`config.mk`:
```
export PLATFORM = sky130hd
export DESIGN_NAME = ras_slave
export DESIGN_NICKNAME = d
export VERILOG_FILES = /design/src/ras_slave.v
export VERILOG_INCLUDE_DIRS = /design/src
export SDC_FILE = /design/constraint.sdc
export NUM_CORES = 1
export LEC_CHECK = 0
export BUFFER_PORTS_ARGS = -buffer_cell sky130_fd_sc_hd__clkbuf_2
export CAP_MARGIN = 15
export CORE_ASPECT_RATIO = 1.75
export CORE_MARGIN = 5
export CORE_UTILIZATION = 25
export DETAILED_ROUTE_END_ITERATION = 10
export PLACE_DENSITY_LB_ADDON = 0.12
export SYNTH_ARGS = -nofsm -noshare
export SYNTH_HDL_FRONTEND = slang
export SYNTH_SLANG_ARGS = --single-unit
export TNS_END_PERCENT = 5
```
`constraint.sdc`:
```
create_clock -name ref_clk -period 2.9 [get_ports ref_clk]
set_input_delay 0.29 -clock ref_clk [delete_from_list [all_inputs] [get_ports ref_clk]]
set_output_delay 0.29 -clock ref_clk [all_outputs]
set_load 0.01 [all_outputs]
```
`src/ras_defs.vh`:
```
/*
 Constants for the I2C register access slave: bus address, special codes,
 byte widths and the size of the write buffer.
 Assumes nothing; included by the design file by its bare name.
*/
`ifndef RAS_DEFS_VH
`define RAS_DEFS_VH

// Own 7-bit address; 8-bit byte forms are D2 (write) and D3 (read)
`define RAS_DEV_ADDR   7'h69
// General call address, never acknowledged
`define RAS_GCALL_ADDR 7'h00
// High-speed master code 0000_1xxx, upper five bits
`define RAS_HS_CODE    5'h01
// Byte and pointer widths
`define RAS_BYTE_W     8
`define RAS_PTR_W      8
// Write buffer shape: one word is {register, data}
`define RAS_WORD_W     16
`define RAS_FIFO_DEPTH 8
`define RAS_FIFO_AW    3
// Last bit index within a byte
`define RAS_LAST_BIT   3'h7

`endif

```
`src/ras_slave.v`:
```
/*
 I2C register access slave and its 8-word write buffer: takes pointer and data
 bytes from a bus master, queues register writes, serves reads from rd_data.
 Assumes: SCL/SDA arrive asynchronously, sampled by ref_clk (50 MHz) running at
 least 8x faster than SCL; rd_data answers rd_addr combinationally or from
 ref_clk flops; the SDA wire is resolved outside from sda_o/sda_oe.
*/
// How it works
// Master starts every access with write address
// Acknowledge own address on ninth clock
// First written byte sets register pointer
// Acknowledge data, commit at ack rise
// Sequential writes advance pointer without limit
// Last sequential byte acknowledged like others
// Pair mode alternates pointer and data
// Pair mode commits last data at STOP
// Read uses repeated START, read address
// Send selected register MSB first
// Master acknowledge advances to next register
// Master NACK ends read, release SDA
// Master ends transfers with STOP or Sr
// STOP restores normal filter; Sr keeps it
// Answer address bytes D2 and D3
// SCL is never held low
// General call is not acknowledged
// Ignore bus after STOP or mismatch
// Write mode input sampled at START
`timescale 1ns/1ps
`include "ras_defs.vh"

////////////////////////////////////////////////////////////////////////////////
// Synchronous FIFO with valid/ready on both sides
module ras_fifo #(
	parameter W  = `RAS_WORD_W,
	parameter D  = `RAS_FIFO_DEPTH,
	parameter AW = `RAS_FIFO_AW
) (
	input  wire         clk,       // System clock
	input  wire         rst_n,     // Synchronous reset, active low
	input  wire         in_valid,  // Write word offered
	output wire         in_ready,  // Space available
	input  wire [W-1:0] in_data,   // Word to store
	output wire         out_valid, // Word available
	input  wire         out_ready, // Consumer takes word
	output wire [W-1:0] out_data   // Oldest word
);
	reg [W-1:0]  mem [0:D-1];
	reg [AW-1:0] wr_ptr_q;
	reg [AW-1:0] rd_ptr_q;
	reg [AW:0]   count_q;
	wire         push;
	wire         pop;

	// Honest flags from the occupancy count
	assign in_ready  = (count_q != D[AW:0]);
	assign out_valid = (count_q != {(AW+1){1'b0}});
	assign out_data  = mem[rd_ptr_q];
	assign push      = in_valid & in_ready;
	assign pop       = out_valid & out_ready;

	// Storage has no reset; only pointers and count matter
	always @(posedge clk) begin
		if (push) begin
			mem[wr_ptr_q] <= in_data;
		end
	end

	// Pointers wrap naturally since depth is a power of two
	always @(posedge clk) begin
		if (!rst_n) begin
			wr_ptr_q <= {AW{1'b0}};
			rd_ptr_q <= {AW{1'b0}};
			count_q  <= {(AW+1){1'b0}};
		end else begin
			if (push) begin
				wr_ptr_q <= wr_ptr_q + 1'b1;
			end
			if (pop) begin
				rd_ptr_q <= rd_ptr_q + 1'b1;
			end
			if (push & ~pop) begin
				count_q <= count_q + 1'b1;
			end else if (pop & ~push) begin
				count_q <= count_q - 1'b1;
			end
		end
	end
endmodule // ras_fifo

////////////////////////////////////////////////////////////////////////////////
// Bus engine
module ras_slave (
	input  wire       ref_clk,   // System clock, 50 MHz
	input  wire       nrst,      // Synchronous reset, active low
	input  wire       scl_i,     // Bus clock pin, input only
	input  wire       sda_i,     // Bus data pin level
	output wire       sda_o,     // Bus data drive value, always 0
	output wire       sda_oe,    // High while pulling SDA low
	input  wire       pair_mode, // 1: register-data pairs, 0: sequential
	output wire       filt_hs,   // High-speed input filter selected
	output wire [7:0] rd_addr,   // Register being read
	input  wire [7:0] rd_data,   // Contents of rd_addr
	output wire       wr_valid,  // Register write pending
	input  wire       wr_ready,  // Register space takes the write
	output wire [7:0] wr_addr,   // Register to write
	output wire [7:0] wr_data    // Value to write
);
	localparam [4:0] ST_IDLE = 5'b00001;
	localparam [4:0] ST_RECV = 5'b00010;
	localparam [4:0] ST_ACK  = 5'b00100;
	localparam [4:0] ST_SEND = 5'b01000;
	localparam [4:0] ST_MACK = 5'b10000;

	reg [4:0] state_q;
	reg [2:0] scl_s_q;
	reg [2:0] sda_s_q;
	reg [2:0] bit_cnt_q;
	reg [7:0] shift_q;
	reg [7:0] ptr_q;
	reg       full_q;     // Eight bits received
	reg       is_addr_q;  // Next received byte is the address
	reg       want_ptr_q; // Next received byte is a pointer
	reg       rw_q;       // Current address asked for a read
	reg       pair_q;     // Pair mode latched at START
	reg       ack_data_q; // Acked byte is data
	reg       more_q;     // Master asked for another byte
	reg       hs_q;
	reg       oe_q;
	reg       pend_q;
	reg [7:0] pend_addr_q;
	reg [7:0] pend_data_q;
	reg       push_d;
	reg [15:0] push_word_d;
	wire      scl;
	wire      sda;
	wire      scl_rise;
	wire      scl_fall;
	wire      start_det;
	wire      stop_det;
	wire      fifo_ready;

	////////////////////////////////////////////////////////////////////////
	// Pin synchronisers; stage 0 feeds only stage 1. SCL is only sampled,
	// the block has no way to drive it
	always @(posedge ref_clk) begin
		if (!nrst) begin
			scl_s_q <= 3'h7;
			sda_s_q <= 3'h7;
		end else begin
			scl_s_q <= {scl_s_q[1:0], scl_i};
			sda_s_q <= {sda_s_q[1:0], sda_i};
		end
	end

	// Edges and bus conditions from stages 1 and 2
	assign scl       = scl_s_q[1];
	assign sda       = sda_s_q[1];
	assign scl_rise  = scl & ~scl_s_q[2];
	assign scl_fall  = ~scl & scl_s_q[2];
	assign start_det = scl & scl_s_q[2] & sda_s_q[2] & ~sda;
	assign stop_det  = scl & scl_s_q[2] & ~sda_s_q[2] & sda;

	////////////////////////////////////////////////////////////////////////
	// Buffer pushes: direct commits at ack rise, deferred pair commits
	always @* begin
		push_d      = 1'b0;
		push_word_d = {pend_addr_q, pend_data_q};
		if (state_q == ST_ACK && scl_rise && ack_data_q && !pair_q) begin
			push_d      = 1'b1;
			push_word_d = {ptr_q, shift_q};
		end else if (pend_q && (stop_det || start_det)) begin
			push_d = 1'b1;
		end else if (pend_q && state_q == ST_ACK && scl_rise && !ack_data_q) begin
			push_d = 1'b1;
		end
	end

	ras_fifo #(.W(`RAS_WORD_W), .D(`RAS_FIFO_DEPTH), .AW(`RAS_FIFO_AW)) u_fifo (
		.clk       (ref_clk),
		.rst_n     (nrst),
		.in_valid  (push_d),
		.in_ready  (fifo_ready),
		.in_data   (push_word_d),
		.out_valid (wr_valid),
		.out_ready (wr_ready),
		.out_data  ({wr_addr, wr_data})
	);

	////////////////////////////////////////////////////////////////////////
	// Byte engine
	always @(posedge ref_clk) begin
		if (!nrst) begin
			state_q     <= ST_IDLE;
			bit_cnt_q   <= 3'h0;
			shift_q     <= 8'h00;
			ptr_q       <= 8'h00;
			full_q      <= 1'b0;
			is_addr_q   <= 1'b0;
			want_ptr_q  <= 1'b0;
			rw_q        <= 1'b0;
			pair_q      <= 1'b0;
			ack_data_q  <= 1'b0;
			more_q      <= 1'b0;
			hs_q        <= 1'b0;
			oe_q        <= 1'b0;
			pend_q      <= 1'b0;
			pend_addr_q <= 8'h00;
			pend_data_q <= 8'h00;
		end else if (stop_det) begin
			// Bus freed: normal filters, deaf until START
			state_q <= ST_IDLE;
			hs_q    <= 1'b0;
			oe_q    <= 1'b0;
			pend_q  <= 1'b0;
		end else if (start_det) begin
			// START or Sr; filter mode deliberately left alone
			state_q   <= ST_RECV;
			bit_cnt_q <= 3'h0;
			full_q    <= 1'b0;
			is_addr_q <= 1'b1;
			pair_q    <= pair_mode;
			oe_q      <= 1'b0;
			pend_q    <= 1'b0;
		end else begin
			case (state_q)
			ST_IDLE: begin
				oe_q <= 1'b0;
			end
			ST_RECV: begin
				if (scl_rise) begin
					shift_q   <= {shift_q[6:0], sda};
					bit_cnt_q <= bit_cnt_q + 1'b1;
					full_q    <= (bit_cnt_q == `RAS_LAST_BIT);
				end else if (scl_fall && full_q) begin
					full_q     <= 1'b0;
					ack_data_q <= 1'b0;
					if (is_addr_q) begin
						is_addr_q <= 1'b0;
						if (shift_q[7:1] == `RAS_DEV_ADDR) begin
							// Own address in either direction
							oe_q       <= 1'b1;
							rw_q       <= shift_q[0];
							want_ptr_q <= ~shift_q[0];
							state_q    <= ST_ACK;
						end else if (shift_q[7:3] == `RAS_HS_CODE) begin
							// Master code is never acked; Sr follows
							hs_q    <= 1'b1;
							state_q <= ST_IDLE;
						end else begin
							// Foreign or general call: stay silent
							state_q <= ST_IDLE;
						end
					end else if (want_ptr_q) begin
						ptr_q      <= shift_q;
						want_ptr_q <= 1'b0;
						oe_q       <= 1'b1;
						state_q    <= ST_ACK;
					end else if (fifo_ready) begin
						// Ack only with room, so the commit never drops
						ack_data_q <= 1'b1;
						want_ptr_q <= pair_q;
						oe_q       <= 1'b1;
						state_q    <= ST_ACK;
					end else begin
						state_q <= ST_IDLE;
					end
				end
			end
			ST_ACK: begin
				if (scl_rise && ack_data_q) begin
					if (pair_q) begin
						pend_q      <= 1'b1;
						pend_addr_q <= ptr_q;
						pend_data_q <= shift_q;
					end else begin
						ptr_q <= ptr_q + 8'h01;
					end
				end else if (scl_rise && pend_q) begin
					pend_q <= 1'b0;
				end else if (scl_fall) begin
					bit_cnt_q <= 3'h0;
					if (rw_q) begin
						// Read address acked: first bit out
						shift_q <= rd_data;
						oe_q    <= ~rd_data[7];
						state_q <= ST_SEND;
					end else begin
						oe_q    <= 1'b0;
						state_q <= ST_RECV;
					end
				end
			end
			ST_SEND: begin
				if (scl_fall) begin
					bit_cnt_q <= bit_cnt_q + 1'b1;
					if (bit_cnt_q == `RAS_LAST_BIT) begin
						oe_q    <= 1'b0;
						state_q <= ST_MACK;
					end else begin
						shift_q <= {shift_q[6:0], 1'b0};
						oe_q    <= ~shift_q[6];
					end
				end
			end
			ST_MACK: begin
				if (scl_rise) begin
					more_q <= ~sda;
					if (!sda) begin
						ptr_q <= ptr_q + 8'h01;
					end
				end else if (scl_fall) begin
					bit_cnt_q <= 3'h0;
					if (more_q) begin
						shift_q <= rd_data;
						oe_q    <= ~rd_data[7];
						state_q <= ST_SEND;
					end else begin
						// NACK: hands off, wait for P or Sr
						oe_q    <= 1'b0;
						state_q <= ST_IDLE;
					end
				end
			end
			default: begin
				state_q <= ST_IDLE;
				oe_q    <= 1'b0;
			end
			endcase
		end
	end

	////////////////////////////////////////////////////////////////////////
	// Outputs
	assign sda_o   = 1'b0;
	assign sda_oe  = oe_q;
	assign filt_hs = hs_q;
	assign rd_addr = ptr_q;
endmodule // ras_slave

```
==> metrics, run 1 <==
final core occ 29.7%; top cells by area, synth edfxtp_1 46%, dfxtp_1 16%, mux4_2 8.5%, mux2_2 4.1%, nand2_1 2.7%; worst path bufs/invs 3; area delta synth->final 18.1%; synth cell count leaders 128 x edfxtp_1, 69 x dfxtp_1, 60 x nand2_1; final setup skew between 0.007 and 0.008 ns; share of the synthesized area in the top cell type 45.6%; final period utilization ~93%; H-tree depth 4; Cells after Synth just over 600; Reg clk slew, reported paths about 0.07 ns; Placer Congestion 0.795; status completed; Yosys reg bits around 200; multi-input logic area 3030 um^2; Post-Syn Nets approximately 640; crit-path max FO 5; Primary FF master, synth edfxtp_1; Starting DRT DRC Count around 290; final net count 700; family with the most delay on the worst path compound AO/OA/AOI/OAI gates; CTS Buf Count 17; count leader, synth edfxtp_1; GR Overflow Total 0; I/O pin cnt 42; clk buf depth 2; ANT nets after route 0; pwr dens ~550 nW/um^2; Peak supply drop 445 uV; CP Launch Type flop; Slew @ Worst Pin 1.01 ns; Inserted Diodes 0; Register Area 5230 um^2; Max stage delay on crit path 0.33 ns; Placeable Area ~34,000 um^2; DR vias around 5,300; yosys warns 0; Final Hold Vio Count 0; Worst Slack Setup Final just under 0.2 ns; Critical Path End Type flop; Post-synth EDFFs between 100 and 150; Mapped Area 8430 um^2; Setup WS pre-CTS ~0.083 ns; Max Slew Vio Count 0; largest area contributor in the netlist edfxtp_1; Die W roughly 150 um; number of global-route vias before repair around 5,700; asr flop ratio synth 0%; DRC violations left 0; WS Path Type flop to flop; IO buf count 40; CTS tree yes; WL/cell 19.4 um; die area roughly 38,000 um^2; WP data required approximately 3.3 ns; initial core utilization between 20% and 30%; # rows 89; Worst Path Arrival a little over 3 ns; final setup fails 0; global-route wire length before repair 34.2 mm; Yosys cell types 68; FMAX 0.369 GHz; fillers approximately 3,400; CP max stage cell or3_1; Die Span Y about 250 um; RSZ-0062 raised after global routing false; total wire length ~22 mm; max-cap violations 0; Clock Sink Count about 200; drt first pass iters 4; worst-skew pair later-pin latency between 0.4 and 0.5 ns; Avg Inst Size Synth about 14 um^2; Tmin final ~2.7 ns; Post-DP HPWL about 15 mm; antenna violations before repair 0; hold crit path type input pin to flop; layout cell share with drive strength beyond 1 approximately 29%; Max-slew headroom 32.1%; largest net degree at the start of global routing 39; crit-path cells buf_4 -> nor4b_2 -> buf_4 -> a211oi_1 -> a32o_2 -> ha_1 -> inv_1 -> ha_1 -> a21o_1 -> a21oi_2 -> xnor2_1 -> or3_1 -> a21oi_2; CTS root buf clkbuf_16; register area share after synthesis between 60 and 70%; GRT Total Usage 12.2%; Static Leak 3.25 nW; vias per inst 4.60
registers in the layout (all words and copies together), names as in the netlist, 4 cells and up, named ones only:
signal and flops:
pend_addr_q 8, pend_data_q 8, rd_addr 8, shift_q 8
state_q 5, u_fifo.count_q 4, u_fifo.mem 128
cells by family (layout without fill, tap and decap cells):
group	Yosys count	count (layout)	share of synthesized area, %
compound gates	106	106	8.71
xor+xnor	10	10	1.04
fa+ha+maj	9	9	1.42
buf+inv	45	117	2.51
flops	197	197	62.0
mux	71	71	13.6
other cells	1	1	0.0445
simple gates	179	179	10.7
layout make-up:
type | count | area share (%)
inverter | 7 | 0.264
clock inverter | 15 | 1.68
timing repair buffer | 78 | 5.13
multi-input combinational | 376 | 30.4
sequential | 197 | 52.5
tap | 455 | 5.72
clock buffer | 17 | 4.27
worst reg2reg max path, delay by kind of cell (launching register included):
kind | cells | cell delay (ns)
AO/OA/AOI/OAI | 5 | 0.77
XOR/XNOR | 1 | 0.10
flip-flops | 1 | 0.32
buffers and inverters | 3 | 0.41
AND/OR/NAND/NOR | 2 | 0.61
adder cells (fa/ha/maj) | 2 | 0.44
layer usage:
layer | part of all wire (%) | track usage, %
met4 | 3.3 | 5.37
met2 | 56 | 22.7
met1 | 38 | 13.0
met3 | 2.9 | 2.69
met5 | 0 | 0
per-stage QoR:
stage          TNS, ns  area (um^2)  std cells  power [W]  hold slack, ns
2_1_floorplan    -3.50         8440        618    0.00309           0.386
3_3_place_gp         0         9340       1113    0.00313           0.438
3_5_place_dp         0         9340       1113    0.00313           0.410
4_1_cts              0         9930       1145    0.00554         0.00122
5_1_grt              0         9960       1145    0.00566          0.0179
6_report             0         9960       1145    0.00545          0.0272
report_power, final:
part           leakage [nW]  internal [W]  switching [W]  total (W)
Combinational          1.23     0.0000344      0.0000674   0.000102
Clock                 0.279       0.00129        0.00110    0.00239
Sequential             1.74       0.00296     0.00000832    0.00296
Total                  3.25       0.00428        0.00118    0.00545
layout by cell type (no fill, tap or decap), drive strengths merged, types with 3 or more instances in the layout:
master    synthesis  final
a211oi            4      4
a21boi            4      4
a21oi            44     44
a311oi            8      8
a31oi             3      3
and3              5      5
buf              19     38
clkbuf           19     57
clkinv            0      4
clkinvlp          0      4
dfxtp            69     69
edfxtp          128    128
ha                8      8
inv               7     12
mux2             31     31
mux2i             8      8
mux4             32     32
nand2            60     60
nand2b           16     16
nand3             9      9
nor2             38     38
nor3             15     15
nor3b             4      4
nor4              6      6
o21ai            10     10
o221ai            3      3
o311ai            3      3
o31ai             5      5
or2               4      4
or3               8      8
xnor2             5      5
xor2              5      5
path summary, 6_finish.rpt:
path                            cells after the start           endpoint              start  slack, ns
worst max-delay path                               13  u_fifo.count_q[3]  u_fifo.count_q[0]       0.19
worst min-delay path                                2         sda_s_q[0]              sda_i       0.03
worst max register to register                     13  u_fifo.count_q[3]  u_fifo.count_q[0]       0.19
worst min register to register                      1         sda_s_q[1]         sda_s_q[0]       0.42
repair_timing:
item / 4_1_cts / 5_1_grt
setup buffers: 0 / 0
resized for setup: 0 / 8
setup endpoints to repair: 0 / 1
hold buffers: 0 / 0
Note: power is estimated with default switching activity, not from simulation.
==> run 2, diff against run 1 <==
--- a/config.mk
+++ b/config.mk
@@ -10,7 +10,7 @@
 export CAP_MARGIN = 15
 export CORE_ASPECT_RATIO = 1.75
 export CORE_MARGIN = 5
-export CORE_UTILIZATION = 25
+export CORE_UTILIZATION = 39
 export DETAILED_ROUTE_END_ITERATION = 10
 export PLACE_DENSITY_LB_ADDON = 0.12
 export SYNTH_ARGS = -nofsm -noshare
==> run 2 against run 1 <==
Compared with the run above: register-to-register slack worse by 0.03 ns; critical path depth is 2 lower; core utilization is 16 points higher; maximum frequency is 1.1% lower; clock power is 4% lower; non-clock buffer count is 4 lower; count of clock-buffer cells in the layout stayed put; global-route usage is 4.2 points higher; largest power group unchanged.
==> metrics, run 2 (synthesis gave the netlist of run 1 again) <==
WL/cell 19.9 um (+2.5%); RSZ-0062 raised after global routing false; Peak supply drop 322 uV (-28%); GR Overflow Total 0 (unchanged); antenna violations before repair 0 (unchanged); initial core utilization 39.4% (+14 points); pwr dens 553 nW/um^2 (+0.97%); Slew @ Worst Pin 0.761 ns (-0.247 ns); Largest register FFs 128 (unchanged); Worst Path Arrival 3.10 ns (+0.02 ns); Post-DP HPWL 13.1 mm (-14%); Starting DRT DRC Count 362 (+27%); max-cap violations 0 (unchanged); Placeable Area 21,400 um^2 (-36%); largest net degree at the start of global routing 33 (-15%); Power, Total 0.00536 W (-1.7%); I/O pin cnt 42 (unchanged); final period utilization 94.3% (+1.0 points); Tmin final 2.74 ns (+0.0289 ns); DRC violations left 0 (unchanged); Max Slew Vio Count 0 (unchanged); Reg with most FFs u_fifo.mem; number of global-route vias before repair 5,471 (-3.6%); Static Leak 3.24 nW (-0.23%); status completed; Die Span Y 205 um (-19%); ANT nets after route 0 (unchanged); CTS root buf clkbuf_16; final setup fails 0 (unchanged); clk buf depth 2 (unchanged); GRT Total Usage 16.4% (+4.2 points); final net count 696 (-0.57%); Placer Congestion 0.823 (+3.5%); # rows 71 (-20%); H-tree depth 4 (unchanged); Hold WS 0.0318 ns (+0.00461 ns); die area 24,800 um^2 (-34%); worst-skew pair later-pin latency 0.44 ns (about the same); WP data required 3.26 ns (about the same); post-route cell area 9690 um^2 (-2.7%); most frequent cells in the layout 128 x edfxtp_1, 68 x dfxtp_1, 59 x nand2_1; vias per inst 5.34 (+16%); commonest non-fill, non-tap cell in the layout edfxtp_1; Setup Fix Bufs, Post-CTS 0 (unchanged); hold crit path type input pin to flop; CTS Hold Bufs 0 (unchanged); Die W 121 um (-19%); CP Launch Type flop; CTS Buf Count 17 (unchanged); dpl cell area 9090 um^2 (-2.6%); Critical Path End Type flop; FMAX 0.366 GHz (-1.1%); Final Hold Vio Count 0 (unchanged); Reg clk slew, reported paths 0.08 ns (about the same); Clock Sink Count 197 (unchanged); CTS tree yes; IO buf count 40 (unchanged); area delta synth->final 14.9%; DR vias 5,226 (-0.70%); WS Path Type flop to flop; final setup skew 0.0123 ns (+0.00454 ns); drt first pass iters 6 (+2); layout cell share with drive strength beyond 1 28.3% (-0.42 points); Inserted Diodes 0 (unchanged); global-route wire length before repair 30.5 mm (-11%); crit-path max FO 5 (unchanged); fillers 1,978 (-42%); total wire length 19.4 mm (-12%); Max-slew headroom 48.8% (+17 points)
-- run 2: layout make-up --
cell class | instances | area [um^2] | share of cell area, %
Clock buffer | 17 | 425 | 4.39
Clock inverter | 15 | 143 | 1.47
Inverter | 7 | 26.3 | 0.271
Multi-Input combinational cell | 376 | 3040 | 31.3
Sequential cell | 197 | 5230 | 53.9
Tap cell | 292 | 365 | 3.77
Timing Repair Buffer | 74 | 468 | 4.83
-- run 2: per-stage QoR --
stage | util [%] | cells | setup TNS [ns] | worst slack [ns]
final | 45.3 | 978 | 0 | 0.164
after global routing | 45.3 | 978 | 0 | 0.0101
after floorplan | - | 618 | -3.50 | -0.219
after detailed placement | 42.5 | 946 | -0.0243 | -0.0243
after CTS | 45.1 | 978 | 0 | 0.0902
after global placement | 42.5 | 946 | 0 | 0.0915
-- run 2: path summary, 6_finish.rpt --
kind	to	slack, ns	cells after the start	start
worst min-delay path	scl_s_q[0]	0.03	2	scl_i
worst min register to register	sda_s_q[1]	0.43	1	sda_s_q[0]
worst max-delay path	u_fifo.count_q[3]	0.16	11	u_fifo.count_q[0]
worst max register to register	u_fifo.count_q[3]	0.16	11	u_fifo.count_q[0]
-- run 2: where the power goes --
part,switching (W),internal [W]
clock,0.00109,0.00121
combinational,0.0000642,0.0000342
sequential,0.00000864,0.00296
total,0.00116,0.00420
-- run 2: timing repair --
action	CTS	global route
endpoints found under the setup margin	1	1
resized for setup	3	6
cloned	0	0
-- run 2: routing by layer --
metal	routed length [um]	track usage [%]	up-vias	share of wire, %
met3	634	3.40	21	3.3
met5	0	0	-	0
met4	313	5.73	0	1.6
met2	11100	30.9	101	57
met1	7380	17.9	2635	38
li1	-	-	2469	-
-- run 2: critical path: stages, from the launching register on --
cell and delay, ns:
dfxtp_1 0.33, buf_4 0.16, or4_4 0.56, nand2_2 0.12, ha_1 0.22, inv_2 0.08, ha_1 0.29, a21o_1 0.17
a21oi_1 0.17, xnor2_1 0.09, or3_1 0.32, a21oi_1 0.15
